<file path="config.mk">
export PLATFORM = sky130hd
export DESIGN_NAME = gcr_top
export DESIGN_NICKNAME = d
export VERILOG_FILES = /design/src/rtl/gcr_pkg.sv /design/src/rtl/gcr_ref_if.sv /design/src/rtl/gcr_ref_route.sv /design/src/rtl/gcr_top.sv
export SDC_FILE = /design/constraint.sdc
export NUM_CORES = 1
export LEC_CHECK = 0
export ABC_CLOCK_PERIOD_IN_PS = 2500
export BUFFER_PORTS_ARGS = -buffer_cell sky130_fd_sc_hd__buf_2
export CORE_UTILIZATION = 30
export DETAILED_ROUTE_END_ITERATION = 6
export RECOVER_POWER = 25
export SLEW_MARGIN = 20
export SYNTH_ARGS = -nofsm -noshare
export SYNTH_HDL_FRONTEND = slang
export SYNTH_SLANG_ARGS = --single-unit
</file>
<file path="constraint.sdc">
create_clock -name CLK -period 2.5 [get_ports CLK]
set_input_delay 0.25 -clock CLK [delete_from_list [all_inputs] [get_ports CLK]]
set_output_delay 0.25 -clock CLK [all_outputs]
set_load 0.005 [all_outputs]
</file>
<file path="src/rtl/gcr_pkg.sv">
// package: offsets, field positions, reset values and encodings of the global control bank
package gcr_pkg;

    // ------------------------------------------------------------------
    // register offsets (byte addresses on the processor port)
    // ------------------------------------------------------------------
    localparam int          ADDR_W                = 12;
    localparam logic [11:0] OFS_DEVICE_IDENTITY   = 12'h000;
    localparam logic [11:0] OFS_GLOBAL_CONTROL_1  = 12'h002;
    localparam logic [11:0] OFS_GLOBAL_CONTROL_2  = 12'h004;

    // ------------------------------------------------------------------
    // identity field positions and test-port word slices
    // ------------------------------------------------------------------
    localparam int ID_REV_MSB   = 31;              // revision in test-port word
    localparam int ID_REV_LSB   = 28;
    localparam int ID_CODE_MSB  = 23;              // part code slice
    localparam int ID_CODE_LSB  = 12;

    // ------------------------------------------------------------------
    // global control one bit positions
    // ------------------------------------------------------------------
    localparam int CR1_IRQ_IDLE_MODE    = 14;
    localparam int CR1_MANUAL_ERR_INS   = 7;
    localparam int CR1_ERR_SRC_SELECT   = 6;
    localparam int CR1_PERF_MODE_MSB    = 5;
    localparam int CR1_PERF_MODE_LSB    = 4;
    localparam int CR1_PERF_TRIGGER     = 3;
    localparam int CR1_CLEAR_ON_READ    = 2;
    localparam int CR1_DATAPATH_RESET   = 1;
    localparam int CR1_FULL_RESET       = 0;
    localparam logic [15:0] CR1_USED_MASK  = 16'h40ff;
    localparam logic [15:0] CR1_RESET_VAL  = 16'h0002;

    // ------------------------------------------------------------------
    // global control two bit positions
    // ------------------------------------------------------------------
    localparam int CR2_REF_SRC_MSB      = 11;
    localparam int CR2_REF_SRC_LSB      = 10;
    localparam int CR2_REF_OUT_SELECT   = 9;
    localparam int CR2_REF_PIN_SELECT   = 8;
    localparam int CR2_ADAPTER_MSB      = 3;
    localparam int CR2_ADAPTER_LSB      = 1;
    localparam logic [15:0] CR2_USED_MASK  = 16'h0f0e;
    localparam logic [15:0] CR2_RESET_VAL  = 16'h0000;

    // ------------------------------------------------------------------
    // timing: one second from the 8 kHz reference
    // ------------------------------------------------------------------
    localparam int REF_EDGES_PER_SECOND = 8000;

    // ------------------------------------------------------------------
    // encodings
    // ------------------------------------------------------------------
    typedef enum logic [1:0] {
        PERF_BY_SOFTWARE = 2'b00,
        PERF_BY_PIN      = 2'b01,
        PERF_BY_SECOND   = 2'b10,
        PERF_BY_SECOND_B = 2'b11
    } gcr_perf_mode_type;

    typedef enum logic [1:0] {
        REF_DISABLED   = 2'b00,
        REF_FROM_CLOCK = 2'b01,
        REF_FROM_PORT  = 2'b10,
        REF_UNDEFINED  = 2'b11
    } gcr_ref_src_type;

    typedef enum logic [2:0] {
        ADAPTER_44M736 = 3'b000,
        ADAPTER_34M368 = 3'b001,
        ADAPTER_51M84  = 3'b010,
        ADAPTER_19M44  = 3'b011,
        ADAPTER_77M76  = 3'b100
    } gcr_adapter_ref_type;

    // general pin two modes
    localparam logic [1:0] PIN_MODE_INPUT  = 2'b00;
    localparam logic [1:0] PIN_MODE_STATUS = 2'b01;
    localparam logic [1:0] PIN_MODE_LOW    = 2'b10;
    localparam logic [1:0] PIN_MODE_HIGH   = 2'b11;

endpackage

</file>
<file path="src/rtl/gcr_ref_if.sv">
// interface: reference routing signals between control bank and reference router
`timescale 1ns/1ps
interface gcr_ref_if;
    import gcr_pkg::*;

    logic            hold;                 // datapath reset active
    gcr_ref_src_type ref_source_select;
    logic            ref_pin_input_select;
    logic            ref_output_select;
    logic [1:0]      general_pin_two_select;
    logic            ref_8k_global;
    logic            ref_8k_input;
    logic            one_sec_tick;

    // control bank side
    modport ctl (
        output hold, ref_source_select, ref_pin_input_select, ref_output_select,
        output general_pin_two_select,
        input  ref_8k_global, ref_8k_input, one_sec_tick
    );

    // router side
    modport route (
        input  hold, ref_source_select, ref_pin_input_select, ref_output_select,
        input  general_pin_two_select,
        output ref_8k_global, ref_8k_input, one_sec_tick
    );
endinterface

</file>
<file path="src/rtl/gcr_ref_route.sv">
// reference router: 8 kHz source choice, pin routing and one-second timer
`timescale 1ns/1ps
module gcr_ref_route (
    // clock and reset
    input  wire logic CLK,
    input  wire logic RST,
    // link to control bank
    gcr_ref_if.route  rif,
    // reference sources
    input  wire logic clock_rate_adapter_ref_8k,
    input  wire logic port_ref_8k,
    input  wire logic pin_four_in,
    input  wire logic port_b_status,
    // general pin two drive
    output logic      pin_two_o,
    output logic      pin_two_oe_n
);
    import gcr_pkg::*;

    logic        ref_prev_r;
    logic [12:0] sec_cnt_r;
    logic        tick_r;
    logic        ref_rise;

    // internal reference input, low unless pin four is chosen
    assign rif.ref_8k_input = rif.ref_pin_input_select & pin_four_in;

    // global reference source selection
    always_comb begin
        if (rif.ref_pin_input_select) begin
            rif.ref_8k_global = rif.ref_8k_input;
        end else begin
            case (rif.ref_source_select)
                REF_FROM_CLOCK: rif.ref_8k_global = clock_rate_adapter_ref_8k;
                REF_FROM_PORT:  rif.ref_8k_global = port_ref_8k;
                default:        rif.ref_8k_global = 1'b0;
            endcase
        end
    end

    // general pin two: reference output or its own mode
    always_comb begin
        pin_two_o    = 1'b0;
        pin_two_oe_n = 1'b0;
        if (rif.ref_output_select) begin
            pin_two_o = rif.ref_8k_global;
        end else begin
            case (rif.general_pin_two_select)
                PIN_MODE_STATUS: pin_two_o = port_b_status;
                PIN_MODE_LOW:    pin_two_o = 1'b0;
                PIN_MODE_HIGH:   pin_two_o = 1'b1;
                default:         pin_two_oe_n = 1'b1;
            endcase
        end
    end

    assign ref_rise         = rif.ref_8k_global & ~ref_prev_r;
    assign rif.one_sec_tick = tick_r;

    // edge history of the global reference
    always_ff @(posedge CLK or posedge RST) begin
        if (RST) begin
            ref_prev_r <= 1'b0;
        end else begin
            ref_prev_r <= rif.ref_8k_global;
        end
    end

    // one-second counter from 8 kHz edges, cleared by datapath reset
    always_ff @(posedge CLK or posedge RST) begin
        if (RST) begin
            sec_cnt_r <= 13'h0000;
            tick_r    <= 1'b0;
        end else if (rif.hold) begin
            sec_cnt_r <= 13'h0000;
            tick_r    <= 1'b0;
        end else begin
            tick_r <= 1'b0;
            if (ref_rise) begin
                if (sec_cnt_r == 13'(REF_EDGES_PER_SECOND - 1)) begin
                    sec_cnt_r <= 13'h0000;
                    tick_r    <= 1'b1;
                end else begin
                    sec_cnt_r <= sec_cnt_r + 13'h0001;
                end
            end
        end
    end
endmodule

</file>
<file path="src/rtl/gcr_top.sv">
// global identity and control register bank with reference routing
`timescale 1ns/1ps

module gcr_top #(
    parameter logic [31:0] TEST_PORT_ID = 32'h1234_5678 // arbitrary neutral value
) (
    // clock and reset
    input  wire logic                   CLK,
    input  wire logic                   RST,
    // processor port
    input  wire logic                   CS,
    input  wire logic                   WR,
    input  wire logic                   RD,
    input  wire logic [gcr_pkg::ADDR_W-1:0] ADDR,
    input  wire logic [15:0]            WDATA,
    output logic      [15:0]            RDATA,
    output logic                        RDATA_VALID,
    // interrupt pin
    input  wire logic                   IRQ_ACTIVE,
    output logic                        IRQ_N_O,
    output logic                        IRQ_N_OE_N,
    // error insertion
    input  wire logic                   GENERAL_PIN_SIX,
    output logic                        ERROR_INSERT_PULSE,
    // performance monitor update
    input  wire logic                   GENERAL_PIN_EIGHT,
    input  wire logic                   PERF_CAPTURED,
    output logic                        PERF_UPDATE_PULSE,
    output logic                        PERF_UPDATE_DONE,
    // status and reset controls
    output logic                        LATCHED_CLEAR_ON_READ,
    output logic                        DATAPATH_RESET,
    output logic                        FULL_RESET,
    // references and pins
    input  wire logic                   CLOCK_RATE_ADAPTER_REF_8K,
    input  wire logic                   PORT_REF_8K,
    input  wire logic                   GENERAL_PIN_FOUR,
    input  wire logic                   PORT_B_STATUS,
    input  wire logic [1:0]             GENERAL_PIN_TWO_SELECT,
    output logic                        GENERAL_PIN_TWO_O,
    output logic                        GENERAL_PIN_TWO_OE_N,
    output logic                        REF_8K_GLOBAL,
    output logic                        REF_8K_INPUT,
    output logic                        ONE_SEC_TICK,
    output gcr_pkg::gcr_adapter_ref_type RATE_ADAPTER_REF_SELECT
);
    import gcr_pkg::*;

    // ------------------------------------------------------------------
    // declarations
    // ------------------------------------------------------------------
    gcr_ref_if   rif ();

    logic [15:0] ctrl_one_r;
    logic [15:0] ctrl_one_nxt;
    logic [15:0] ctrl_two_r;
    logic [15:0] ctrl_two_nxt;
    logic [15:0] identity;
    logic [15:0] rd_mux;
    logic        wr_one;
    logic        wr_two;
    logic        full_rst;
    logic        insert_prev_r;
    logic        pin_six_prev_r;
    logic        trig_prev_r;
    logic        pin_eight_prev_r;
    logic        insert_pulse_r;
    logic        update_pulse_r;
    logic        done_r;
    logic        trig_rise;
    logic        trig_fall;
    logic        update_event;
    logic        insert_event;
    gcr_perf_mode_type perf_mode;

    // ------------------------------------------------------------------
    // register decode
    // ------------------------------------------------------------------

    // identity word mirrors the test-port identity
    assign identity = {TEST_PORT_ID[ID_REV_MSB:ID_REV_LSB],
                       TEST_PORT_ID[ID_CODE_MSB:ID_CODE_LSB]};

    assign wr_one   = CS & WR & (ADDR == OFS_GLOBAL_CONTROL_1);
    assign wr_two   = CS & WR & (ADDR == OFS_GLOBAL_CONTROL_2);
    assign full_rst = ctrl_one_r[CR1_FULL_RESET];

    // next value of control one; full reset forces all but its own bit
    always_comb begin
        ctrl_one_nxt = ctrl_one_r;
        if (wr_one) begin
            ctrl_one_nxt = WDATA & CR1_USED_MASK;
        end
        if (full_rst) begin
            ctrl_one_nxt = (CR1_RESET_VAL & ~(16'h0001 << CR1_FULL_RESET))
                         | (ctrl_one_nxt & (16'h0001 << CR1_FULL_RESET));
        end
    end

    // next value of control two; full reset forces defaults
    always_comb begin
        ctrl_two_nxt = ctrl_two_r;
        if (wr_two) begin
            ctrl_two_nxt = WDATA & CR2_USED_MASK;
        end
        if (full_rst) begin
            ctrl_two_nxt = CR2_RESET_VAL;
        end
    end

    // control register storage
    always_ff @(posedge CLK or posedge RST) begin
        if (RST) begin
            ctrl_one_r <= CR1_RESET_VAL;
            ctrl_two_r <= CR2_RESET_VAL;
        end else begin
            ctrl_one_r <= ctrl_one_nxt;
            ctrl_two_r <= ctrl_two_nxt;
        end
    end

    // read data mux, unmapped addresses read zero
    always_comb begin
        case (ADDR)
            OFS_DEVICE_IDENTITY:  rd_mux = identity;
            OFS_GLOBAL_CONTROL_1: rd_mux = ctrl_one_r & CR1_USED_MASK;
            OFS_GLOBAL_CONTROL_2: rd_mux = ctrl_two_r & CR2_USED_MASK;
            default:              rd_mux = 16'h0000;
        endcase
    end

    // registered read answer, one cycle after the strobe
    always_ff @(posedge CLK or posedge RST) begin
        if (RST) begin
            RDATA       <= 16'h0000;
            RDATA_VALID <= 1'b0;
        end else begin
            RDATA_VALID <= CS & RD;
            if (CS & RD) begin
                RDATA <= rd_mux;
            end
        end
    end

    // ------------------------------------------------------------------
    // interrupt pin
    // ------------------------------------------------------------------

    // active low drive; idle state releases or drives high
    always_comb begin
        if (IRQ_ACTIVE) begin
            IRQ_N_O    = 1'b0;
            IRQ_N_OE_N = 1'b0;
        end else begin
            IRQ_N_O    = 1'b1;
            IRQ_N_OE_N = ~ctrl_one_r[CR1_IRQ_IDLE_MODE];
        end
    end

    // ------------------------------------------------------------------
    // manual error insertion
    // ------------------------------------------------------------------

    // edge history of insertion sources
    always_ff @(posedge CLK or posedge RST) begin
        if (RST) begin
            insert_prev_r  <= 1'b0;
            pin_six_prev_r <= 1'b0;
        end else begin
            insert_prev_r  <= ctrl_one_r[CR1_MANUAL_ERR_INS];
            pin_six_prev_r <= GENERAL_PIN_SIX;
        end
    end

    // rising edge of the selected source
    always_comb begin
        if (ctrl_one_r[CR1_ERR_SRC_SELECT]) begin
            insert_event = GENERAL_PIN_SIX & ~pin_six_prev_r;
        end else begin
            insert_event = ctrl_one_r[CR1_MANUAL_ERR_INS] & ~insert_prev_r;
        end
    end

    // one-cycle insertion request to the ports
    always_ff @(posedge CLK or posedge RST) begin
        if (RST) begin
            insert_pulse_r <= 1'b0;
        end else begin
            insert_pulse_r <= insert_event & ~DATAPATH_RESET;
        end
    end

    assign ERROR_INSERT_PULSE = insert_pulse_r;

    // ------------------------------------------------------------------
    // performance monitor update
    // ------------------------------------------------------------------

    assign perf_mode = gcr_perf_mode_type'(ctrl_one_r[CR1_PERF_MODE_MSB:CR1_PERF_MODE_LSB]);
    assign trig_rise = ctrl_one_r[CR1_PERF_TRIGGER] & ~trig_prev_r;
    assign trig_fall = ~ctrl_one_r[CR1_PERF_TRIGGER] & trig_prev_r;

    // edge history of update sources
    always_ff @(posedge CLK or posedge RST) begin
        if (RST) begin
            trig_prev_r      <= 1'b0;
            pin_eight_prev_r <= 1'b0;
        end else begin
            trig_prev_r      <= ctrl_one_r[CR1_PERF_TRIGGER];
            pin_eight_prev_r <= GENERAL_PIN_EIGHT;
        end
    end

    // update trigger selected by mode
    always_comb begin
        case (perf_mode)
            PERF_BY_SOFTWARE: update_event = trig_rise;
            PERF_BY_PIN:      update_event = GENERAL_PIN_EIGHT & ~pin_eight_prev_r;
            default:          update_event = rif.one_sec_tick;
        endcase
    end

    // capture-and-reset request to the counters
    always_ff @(posedge CLK or posedge RST) begin
        if (RST) begin
            update_pulse_r <= 1'b0;
        end else begin
            update_pulse_r <= update_event & ~DATAPATH_RESET;
        end
    end

    // done flag: set by capture, cleared on trigger bit fall, set wins
    always_ff @(posedge CLK or posedge RST) begin
        if (RST) begin
            done_r <= 1'b0;
        end else if (full_rst) begin
            done_r <= 1'b0;
        end else if (PERF_CAPTURED) begin
            done_r <= 1'b1;
        end else if (trig_fall) begin
            done_r <= 1'b0;
        end
    end

    assign PERF_UPDATE_PULSE = update_pulse_r;
    assign PERF_UPDATE_DONE  = done_r;

    // ------------------------------------------------------------------
    // status policy and resets
    // ------------------------------------------------------------------

    // clear policy and reset levels to the rest of the device
    assign LATCHED_CLEAR_ON_READ = ctrl_one_r[CR1_CLEAR_ON_READ];
    assign DATAPATH_RESET = ctrl_one_r[CR1_DATAPATH_RESET] | full_rst;
    assign FULL_RESET     = full_rst;

    // ------------------------------------------------------------------
    // references and adapter selection
    // ------------------------------------------------------------------

    // control fields to the reference router
    assign rif.hold                   = DATAPATH_RESET;
    assign rif.ref_source_select      =
        gcr_ref_src_type'(ctrl_two_r[CR2_REF_SRC_MSB:CR2_REF_SRC_LSB]);
    assign rif.ref_pin_input_select   = ctrl_two_r[CR2_REF_PIN_SELECT];
    assign rif.ref_output_select      = ctrl_two_r[CR2_REF_OUT_SELECT];
    assign rif.general_pin_two_select = GENERAL_PIN_TWO_SELECT;

    // reference router instance
    gcr_ref_route u_route (
        .CLK           (CLK),
        .RST           (RST),
        .rif           (rif),
        .clock_rate_adapter_ref_8k   (CLOCK_RATE_ADAPTER_REF_8K),
        .port_ref_8k   (PORT_REF_8K),
        .pin_four_in   (GENERAL_PIN_FOUR),
        .port_b_status (PORT_B_STATUS),
        .pin_two_o     (GENERAL_PIN_TWO_O),
        .pin_two_oe_n  (GENERAL_PIN_TWO_OE_N)
    );

    // reference observation outputs
    assign REF_8K_GLOBAL = rif.ref_8k_global;
    assign REF_8K_INPUT  = rif.ref_8k_input;
    assign ONE_SEC_TICK  = rif.one_sec_tick;

    // rate adapter reference frequency code
    assign RATE_ADAPTER_REF_SELECT =
        gcr_adapter_ref_type'(ctrl_two_r[CR2_ADAPTER_MSB:CR2_ADAPTER_LSB]);

endmodule

</file>
; Yosys cells after proc, flatten, opt, wreduce, memory -nomap -nowiden
; Index checks and enable logic that the tools add are counted.
; W data, S select, Z words.
[totals]
output_inout_bits = 33
regBits = 66
elab_cells = 78
in_bits = 43
[op_classes]
n_reduce_logical = 7
n_eq_ne = 9
add_sub_neg = 1
muxes = 24
n_bitwise = 22
[op_table]
columns = operator, n
row1 = $pmux W15 S3, 1
row2 = $mux W13, 3
row3 = $mux W15, 2
row4 = $mux W12, 2
row5 = $add A13 B1 Y13 const B, 1
row6 = $and A1 B1 Y1, 13
row7 = $eq A13 B13 Y1 const B, 1
row8 = $mux W1, 13
row9 = $eq A12 B2 Y1 const B, 1
row10 = $eq A12 B3 Y1 const B, 1
row11 = $logic_not A12 Y1, 1
row12 = $not A1 Y1, 8
row13 = $eq A2 B1 Y1 const B, 3
row14 = $eq A2 B2 Y1 const B, 3
row15 = $pmux W1 S2, 3
row16 = $reduce_bool A2 Y1, 3
row17 = $reduce_bool A3 Y1, 1
row18 = $reduce_or A3 Y1, 1
row19 = $logic_not A2 Y1, 1
row20 = $or A1 B1 Y1, 1

; Longest topological paths before layout
; Gate-level depths: netlist of run 1.
[depth]
depth_word = 6
mapped_depth = 7
mapped_depth_nobuf = 7

; By module
; Synthesis of run 1 repeated with hierarchy kept, for this count alone.
[hier_totals]
hier_cells = 279
hier_area_um2 = 2692.6
[modules_own_cells]
columns = mod, instances, area_per_inst_um2, seq_area_each_um2, cells_each
row1 = gcr_top, 1, 1757.9, 952.2, 174
row2 = gcr_ref_route, 1, 934.6, 375.4, 105

; Least setup slack after synthesis of run 1
; No wires, ideal clock.
[synth_timing]
kind = register to register
from = register ctrl_two_r[10]
to = register u_route.sec_cnt_r[2]
setup_ns = 0.079
path_stages_with_launch = 6
n_path_buf = 0
setup_slack_ns = 0.729
period_less_slack_ns = 1.771
t_required_ns = 2.421
t_arrival_ns = 1.692
cell_sequence = dfrtp_1 > inv_1 > ha_1 > o31a_1 > or4_2 > a21oi_1
[synth_via]
elab_chain_cells = 5
word_cells_on_any_way = 6
cone_classes = eq/ne: 2 / mux: 2 / bitwise: 1 / reduce/logical: 1
[synth_lines]
columns = item, line_no
row1 = from (decl), gcr_top.sv:56  ; logic [15:0] ctrl_two_r;
row2 = from (signal assigned), gcr_top.sv:118  ; ctrl_two_r <= ctrl_two_nxt;
row3 = $eq A2 B2 Y1 or $eq A2 B1 Y1 (tied branches), gcr_ref_route.sv:33  ; case (rif.ref_source_select)
row4 = $pmux W1 S2 *, gcr_ref_route.sv:33
row5 = $mux W1 *, gcr_ref_route.sv:30  ; if (rif.ref_pin_input_select) begin
row6 = $and A1 B1 Y1 *, gcr_ref_route.sv:57  ; assign ref_rise = rif.ref_8k_global & ~ref_prev_r;
row7 = $reduce_bool A2 Y1 (no line) *, n/a
row8 = to (signal assigned), gcr_ref_route.sv:84  ; sec_cnt_r <= sec_cnt_r + 13'h0001;
row9 = to (decl), gcr_ref_route.sv:21  ; logic [12:0] sec_cnt_r;
; Every way passes the cells marked *; elsewhere a longest branch is shown, timed or not.
; A chain may end at the register's enable or synchronous reset.

; Worst setup path after layout of run 1
[layout_timing]
from = register ctrl_two_r[10]
to = output port GENERAL_PIN_TWO_O
[layout_via]
elab_chain_cells = 4
word_cells_on_any_way = 5
cone_classes = eq/ne: 2 / mux: 3
[layout_lines]
columns = item, line_no
row1 = $eq A2 B2 Y1 or $eq A2 B1 Y1 (tied branches), gcr_ref_route.sv:33
row2 = $pmux W1 S2 *, gcr_ref_route.sv:33
row3 = $mux W1 *, gcr_ref_route.sv:30
row4 = $mux W1 *, gcr_ref_route.sv:45  ; if (rif.ref_output_select) begin
row5 = to (decl), gcr_top.sv:40  ; output logic GENERAL_PIN_TWO_O,
; Marked as above.

==> results_dict.tcl, run 1 <==
set metrics [dict create \
    outcome "complete, no violations" \
    p_total_uw 1500 \
    row_count 34 \
    max_cap_violations 0 \
    drc 0 \
    final_nets 379 \
    crit_start "ctrl_two_r[10]" \
    worst-r2r-cell-count 6 \
    p_switching_uw 354 \
    path_max_fanout 7 \
    place_hpwl_mm 4.60 \
    cts_buffer_depth 2 \
    fin_setup_tns_ns 0 \
    end_kind "primary output" \
    start_util 0.308 \
    timing.final.crit_period_ns 2.14 \
    seq_power_share 0.590 \
    port_buffers 70 \
    synth.yosys.seq_area_share 0.496 \
    io_pins 76 \
    yosysUniqueCellTypes 46 \
    holdBufCountCts 1 \
    r2r_start "u_route.sec_cnt_r[0]" \
    area_delta_synth_final_pct 20.3 \
    wirelength_mm 6.11 \
    cts_setup_buffers 0 \
    vias_per_cell 5.03 \
    numCtsBuffers 5 \
    yosysWarnings 0 \
    clkPwrFrac 0.339 \
    drt-wirelength-per-cell_um 13.8 \
    worstPathArrival_ns 1.89 \
    maxSlewHeadroom 0.424 \
    reg2reg_slack_ns 0.50 \
    dieHeight_um 96.4 \
    syn_avg_cell_area_sq_um 10.0 \
    finalInstanceArea_sq_mm 0.00322 \
    placed_cell_area_sq_mm 0.00313 \
    worstMarginPinSlew_ns 0.864 \
    clkTransAtPathRegs_ns 0.09 \
    endpoint "GENERAL_PIN_TWO_O" \
    place_ws_ns 0.510 \
    cell_internal_pwr_uw 1140 \
    grt.total_usage 0.139 \
    cp_num_cells 7 \
    synth_cells 267 \
    gp_congestion 0.829 \
    synth-seq-cells 53 \
    netlist_area_sq_mm 0.00267 \
    grt_pass1_wl_mm 10.1 \
    finalCoreUtilization 0.371 \
    die_area_sq_mm 0.00929 \
    power_density_mw_per_mm2 465 \
    fin_skew_ns 0.0104 \
    core_sq_mm 0.00868 \
    p_leak_uw 0.00144 \
    reg2reg_to "u_route.sec_cnt_r[12]" \
    fmax_mhz 467 \
    worstHoldPathCells 1 \
    drt_first_pass_iters 4 \
    numClockSinks 53 \
    hold_start "GENERAL_PIN_SIX" \
    required_ns 2.25 \
    layout_setup_ws_ns 0.360 \
    irDropWorstVdd_v 0.000267 \
    antenna_cells 0 \
    ant_nets 0 \
    path_class "reg -> out" \
    max_stage_delay_ns 0.42 \
    finalSetupViolCount 0 \
    p_comb_frac 0.072 \
    cts_resized 0 \
    dr.first_iter.drc_count 118 \
    antenna_found_initial 0 \
    p_sw_frac 0.237 \
    grt_max_degree 30 \
    critPathLaunchType "flop" \
    vias 2222 \
    async_flop_share 1.00 \
    finalCritPeriodShare 0.856 \
    hold_viol 0 \
    fill_cells 906 \
    path_delay_family "compound AO/OA/AOI/OAI gates" \
    ys.flop_type "dfrtp_1" \
    htreeDepth 2 \
    grt_pass1_vias 2140 \
    clk_latency_ns 0.31 \
    grt_setup_unrepaired "false" \
    cts_root_buf "clkbuf_8" \
    drv_slew 0 \
    crit_chain "inv_1 > ha_1 > o31a_1 > inv_1 > nand2_1 > o21ai_0 > buf_2" \
    gr-total-overflow 0 \
    drive_gt1_frac 0.269 \
    synth_edf_count 0 \
    crit_top_cell "inv_1" \
    worst-path-buf-inv 3 \
    worst_hold_path_type "in -> reg" \
    cts_tree "done" \
    cp_slowest_cell "dfrtp_1" \
    fp.dieW_um 96.4 \
]
## per-stage QoR
step / instances / hold WS, ns
global placement: 433 / 0.174
CTS: 442 / 0.0598
global route: 442 / 0.0612
floorplan: 268 / 0.281
finish: 442 / 0.0669
detailed placement: 433 / 0.172
## flip-flops by register name, summed over array words and instances (netlist names), 7 cells and up
name	cells
u_route.sec_cnt_r	13
ctrl_one_r	9
ctrl_two_r	7
RDATA	14
## worst min-delay path by stage
| stage | endpoint | slack [ns] |
|---|---|---|
| after floorplan | pin_eight_prev_r | 0.28 |
| after global placement | u_route.sec_cnt_r[5] | 0.17 |
| after detailed placement | u_route.sec_cnt_r[5] | 0.17 |
| after CTS | pin_six_prev_r | 0.06 |
| after global routing | pin_six_prev_r | 0.06 |
| final | pin_six_prev_r | 0.07 |
## area by class of cell
type / count / area (sq um) / share of cell area
Multi-Input combinational cell: 180 / 1190 / 0.371
Inverter: 12 / 45.0 / 0.0140
Timing Repair Buffer: 81 / 419 / 0.130
Clock inverter: 2 / 13.8 / 0.00428
Clock buffer: 6 / 82.6 / 0.0257
Tap cell: 108 / 135 / 0.0420
Sequential cell: 53 / 1330 / 0.413
## metal layers
metal / part of all wire / up-vias / global-route usage / routed length, um
li1: - / 1098 / - / -
met1: 0.45 / 1059 / 0.179 / 2760
met2: 0.49 / 56 / 0.232 / 2990
met3: 0.047 / 9 / 0.0329 / 286
met4: 0.013 / 0 / 0.0392 / 79
met5: 0 / - / 0 / 0
## layout by cell type, fill, tap and decap left out, types with 7 or more instances in the layout
cell      synthesis  routed
buf_2             2      63
nand2b_1         21      21
a21oi_1          12      12
mux2i_1          10      10
a211oi_1          7       7
nor2_1           10      10
clkbuf_1         14       9
inv_1            12      12
nand2_1          20      20
o31ai_1           9       9
a22o_1           12      12
nor3_1            7       7
dfrtp_1          52      52
nand4_1          10      10
buf_4             6       8
## synthesized netlist by cell type, types with 2 or more instances
| cell | count | area, sq um |
|---|---|---|
| inv_1 | 12 | 45.0 |
| ha_1 | 3 | 37.5 |
| mux2i_1 | 10 | 100 |
| buf_2 | 2 | 10.0 |
| o22ai_1 | 5 | 31.3 |
| or3b_2 | 2 | 17.5 |
| nor3_1 | 7 | 35.0 |
| dfrtp_1 | 52 | 1300 |
| a211oi_1 | 7 | 52.6 |
| nand3b_1 | 2 | 15.0 |
| nand2b_1 | 21 | 131 |
| nand4_1 | 10 | 62.6 |
| nand3_1 | 4 | 20.0 |
| a211o_1 | 2 | 17.5 |
| buf_4 | 6 | 45.0 |
| clkbuf_1 | 14 | 52.6 |
| and4_1 | 2 | 17.5 |
| or4_1 | 2 | 15.0 |
| a32o_1 | 2 | 20.0 |
| nor2_1 | 10 | 37.5 |
| nor2b_1 | 6 | 37.5 |
| o21ai_0 | 4 | 20.0 |
| or3_1 | 5 | 31.3 |
| a22o_1 | 12 | 105 |
| or3_2 | 3 | 22.5 |
| and3_1 | 2 | 12.5 |
| o41ai_1 | 3 | 26.3 |
| nand2_1 | 20 | 75.1 |
| a21oi_1 | 12 | 60.1 |
| o31ai_1 | 9 | 67.6 |
## kinds of logic after synthesis
| kind of cell | after synthesis | share of synthesized area |
|---|---|---|
| other cells | 1 | 0.00140 |
| fa+ha+maj | 3 | 0.0140 |
| buf+inv | 35 | 0.0585 |
| flops | 53 | 0.496 |
| compound gates | 62 | 0.168 |
| simple gates | 102 | 0.219 |
| mux | 11 | 0.0416 |
## power by group through the flow
| stage | logic (uW) | clock network (uW) | registers, uW |
|---|---|---|---|
| global placement | 109 | 0 | 898 |
| global route | 125 | 563 | 885 |
| detailed placement | 112 | 0 | 899 |
| floorplan | 61.0 | 0 | 895 |
| finish | 107 | 506 | 882 |
| CTS | 113 | 530 | 882 |
Power figures use the tool's default switching activity.
==> run 2: changes to the inputs <==
--- a/config.mk
+++ b/config.mk
@@ -9,6 +9,7 @@
 export BUFFER_PORTS_ARGS = -buffer_cell sky130_fd_sc_hd__buf_2
 export CORE_UTILIZATION = 30
 export DETAILED_ROUTE_END_ITERATION = 6
+export PLACE_DENSITY = 0.62
 export RECOVER_POWER = 25
 export SLEW_MARGIN = 20
 export SYNTH_ARGS = -nofsm -noshare
==> results_dict.tcl, run 2 (synthesis gave the netlist of run 1 again) <==
set metrics [dict create \
    cts_resized 0 \
    fp.dieW_um 96.4 \
    vias 2215 \
    port_buffers 70 \
    largest_reg_flops 14 \
    fmax_mhz 445 \
    multi_input_area_sq_mm 0.00119 \
    die_area_sq_mm 0.00929 \
    max_cap_violations 0 \
    final_nets 379 \
    cts_buffer_depth 2 \
    path_class "reg -> out" \
    antenna_found_initial 0 \
    timing.final.crit_period_ns 2.25 \
    fill_cells 884 \
    worstMarginPinSlew_ns 0.936 \
    vias_per_cell 5.01 \
    power_density_mw_per_mm2 488 \
    grt_max_degree 28 \
    clk_latency_ns 0.30 \
    drc 0 \
    row_count 34 \
    dr.first_iter.drc_count 89 \
    grt.total_usage 0.144 \
    seq_power_share 0.558 \
    clkTransAtPathRegs_ns 0.10 \
    start_util 0.308 \
    worst-path-buf-inv 3 \
    worstPathArrival_ns 2.00 \
    p_leak_uw 0.00147 \
    hold_viol 0 \
    antenna_cells 0 \
    drt-wirelength-per-cell_um 13.8 \
    dpl.cell_count 433 \
    irDropWorstVdd_v 0.000210 \
    core_sq_mm 0.00868 \
    p_sw_frac 0.229 \
    end_kind "primary output" \
    grt_setup_unrepaired "false" \
    crit_top_cell "inv_1" \
    place_ws_ns 0.463 \
    crit_chain "inv_1 > ha_1 > a22oi_1 > o31a_1 > inv_1 > nand2_1 > o21ai_0 > buf_2" \
    numClockSinks 53 \
    drt_first_pass_iters 6 \
    final_cell_mix "buf_2, dfrtp_1, nand2b_1" \
    ant_nets 0 \
    path_delay_family "compound AO/OA/AOI/OAI gates" \
    htreeDepth 2 \
    area_delta_synth_final_pct 21.2 \
    maxSlewHeadroom 0.376 \
    max_stage_delay_ns 0.42 \
    required_ns 2.25 \
    final_common_cell "buf_2" \
    clkPwrFrac 0.373 \
    numCtsBuffers 5 \
    finalCritPeriodShare 0.899 \
    top_regs "RDATA (14), u_route.sec_cnt_r (13), ctrl_one_r (9)" \
    p_comb_frac 0.069 \
    gr-total-overflow 0 \
    finalNonFillerCells 442 \
    grt_pass1_vias 2130 \
    critPathLaunchType "flop" \
    gp_congestion 0.881 \
    drive_gt1_frac 0.284 \
    cp_slowest_cell "dfrtp_1" \
    cell_internal_pwr_uw 1220 \
    cts_root_buf "clkbuf_8" \
    fin_skew_ns 0.0126 \
    path_max_fanout 9 \
    finalSetupViolCount 0 \
    cts_tree "done" \
    grt_pass1_wl_mm 10.3 \
    dieHeight_um 96.4 \
    layout_setup_ws_ns 0.253 \
    outcome "complete, no violations" \
    wirelength_mm 6.11 \
    io_pins 76 \
    p_switching_uw 362 \
    place_hpwl_mm 4.58 \
    worst_hold_path_type "in -> reg" \
    seq_area_sq_mm 0.00133 \
    largest-register "RDATA" \
    fin_setup_tns_ns 0 \
    drv_slew 0 \
]
==> run 2: timing repair <==
item,4_1_cts,5_1_grt
hold buffers,1,0
setup buffers,0,0
hold endpoints to repair,9,0
==> run 2: per-layer routing <==
metal	vias to the layer above	wire length, um	part of all wire	global-route usage
li1	1099	-	-	-
met4	0	55	0.0090	0.0294
met1	1065	2880	0.47	0.195
met2	44	2910	0.48	0.236
met5	-	0	0	0
met3	7	262	0.043	0.0305
==> run 2: layout make-up <==
cell class              instances  area share
repair buffers                 81       0.132
multi-input cells             180       0.368
inverters                      12      0.0139
clock buffers                   5      0.0212
well taps                     108      0.0417
flip-flops and latches         53       0.409
clock inverters                 3      0.0135
==> run 2: power by group through the flow <==
| stage | clock (uW) | combinational, uW | sequential [uW] |
|---|---|---|---|
| 2_1_floorplan | 0 | 61.0 | 895 |
| 3_3_place_gp | 0 | 110 | 898 |
| 3_5_place_dp | 0 | 113 | 898 |
| 4_1_cts | 604 | 114 | 881 |
| 5_1_grt | 648 | 127 | 884 |
| 6_report | 590 | 109 | 881 |
==> run 2: worst paths after layout <==
kind | start | endpoint | slack [ns] | cells past startpoint
max in group asynchronous | RST | ctrl_one_r[6] | 0.83 | 4
worst min-delay path | GENERAL_PIN_EIGHT | pin_eight_prev_r | 0.09 | 1
min in group asynchronous | RST | u_route.sec_cnt_r[11] | 0.48 | 3
worst max register to register | ctrl_two_r[10] | u_route.sec_cnt_r[4] | 0.46 | 6
worst min register to register | ctrl_one_r[7] | insert_prev_r | 0.46 | 0
worst max-delay path | ctrl_two_r[10] | GENERAL_PIN_TWO_O | 0.25 | 8
==> run 2: per-stage QoR <==
stage / power (uW) / hold slack, ns / instance area (sq um) / utilization
floorplan: 956 / 0.281 / 2680 / -
global placement: 1010 / 0.193 / 3130 / 0.360
detailed placement: 1010 / 0.194 / 3130 / 0.360
CTS: 1600 / 0.0726 / 3250 / 0.374
global route: 1660 / 0.0755 / 3240 / 0.374
finish: 1580 / 0.0884 / 3240 / 0.374
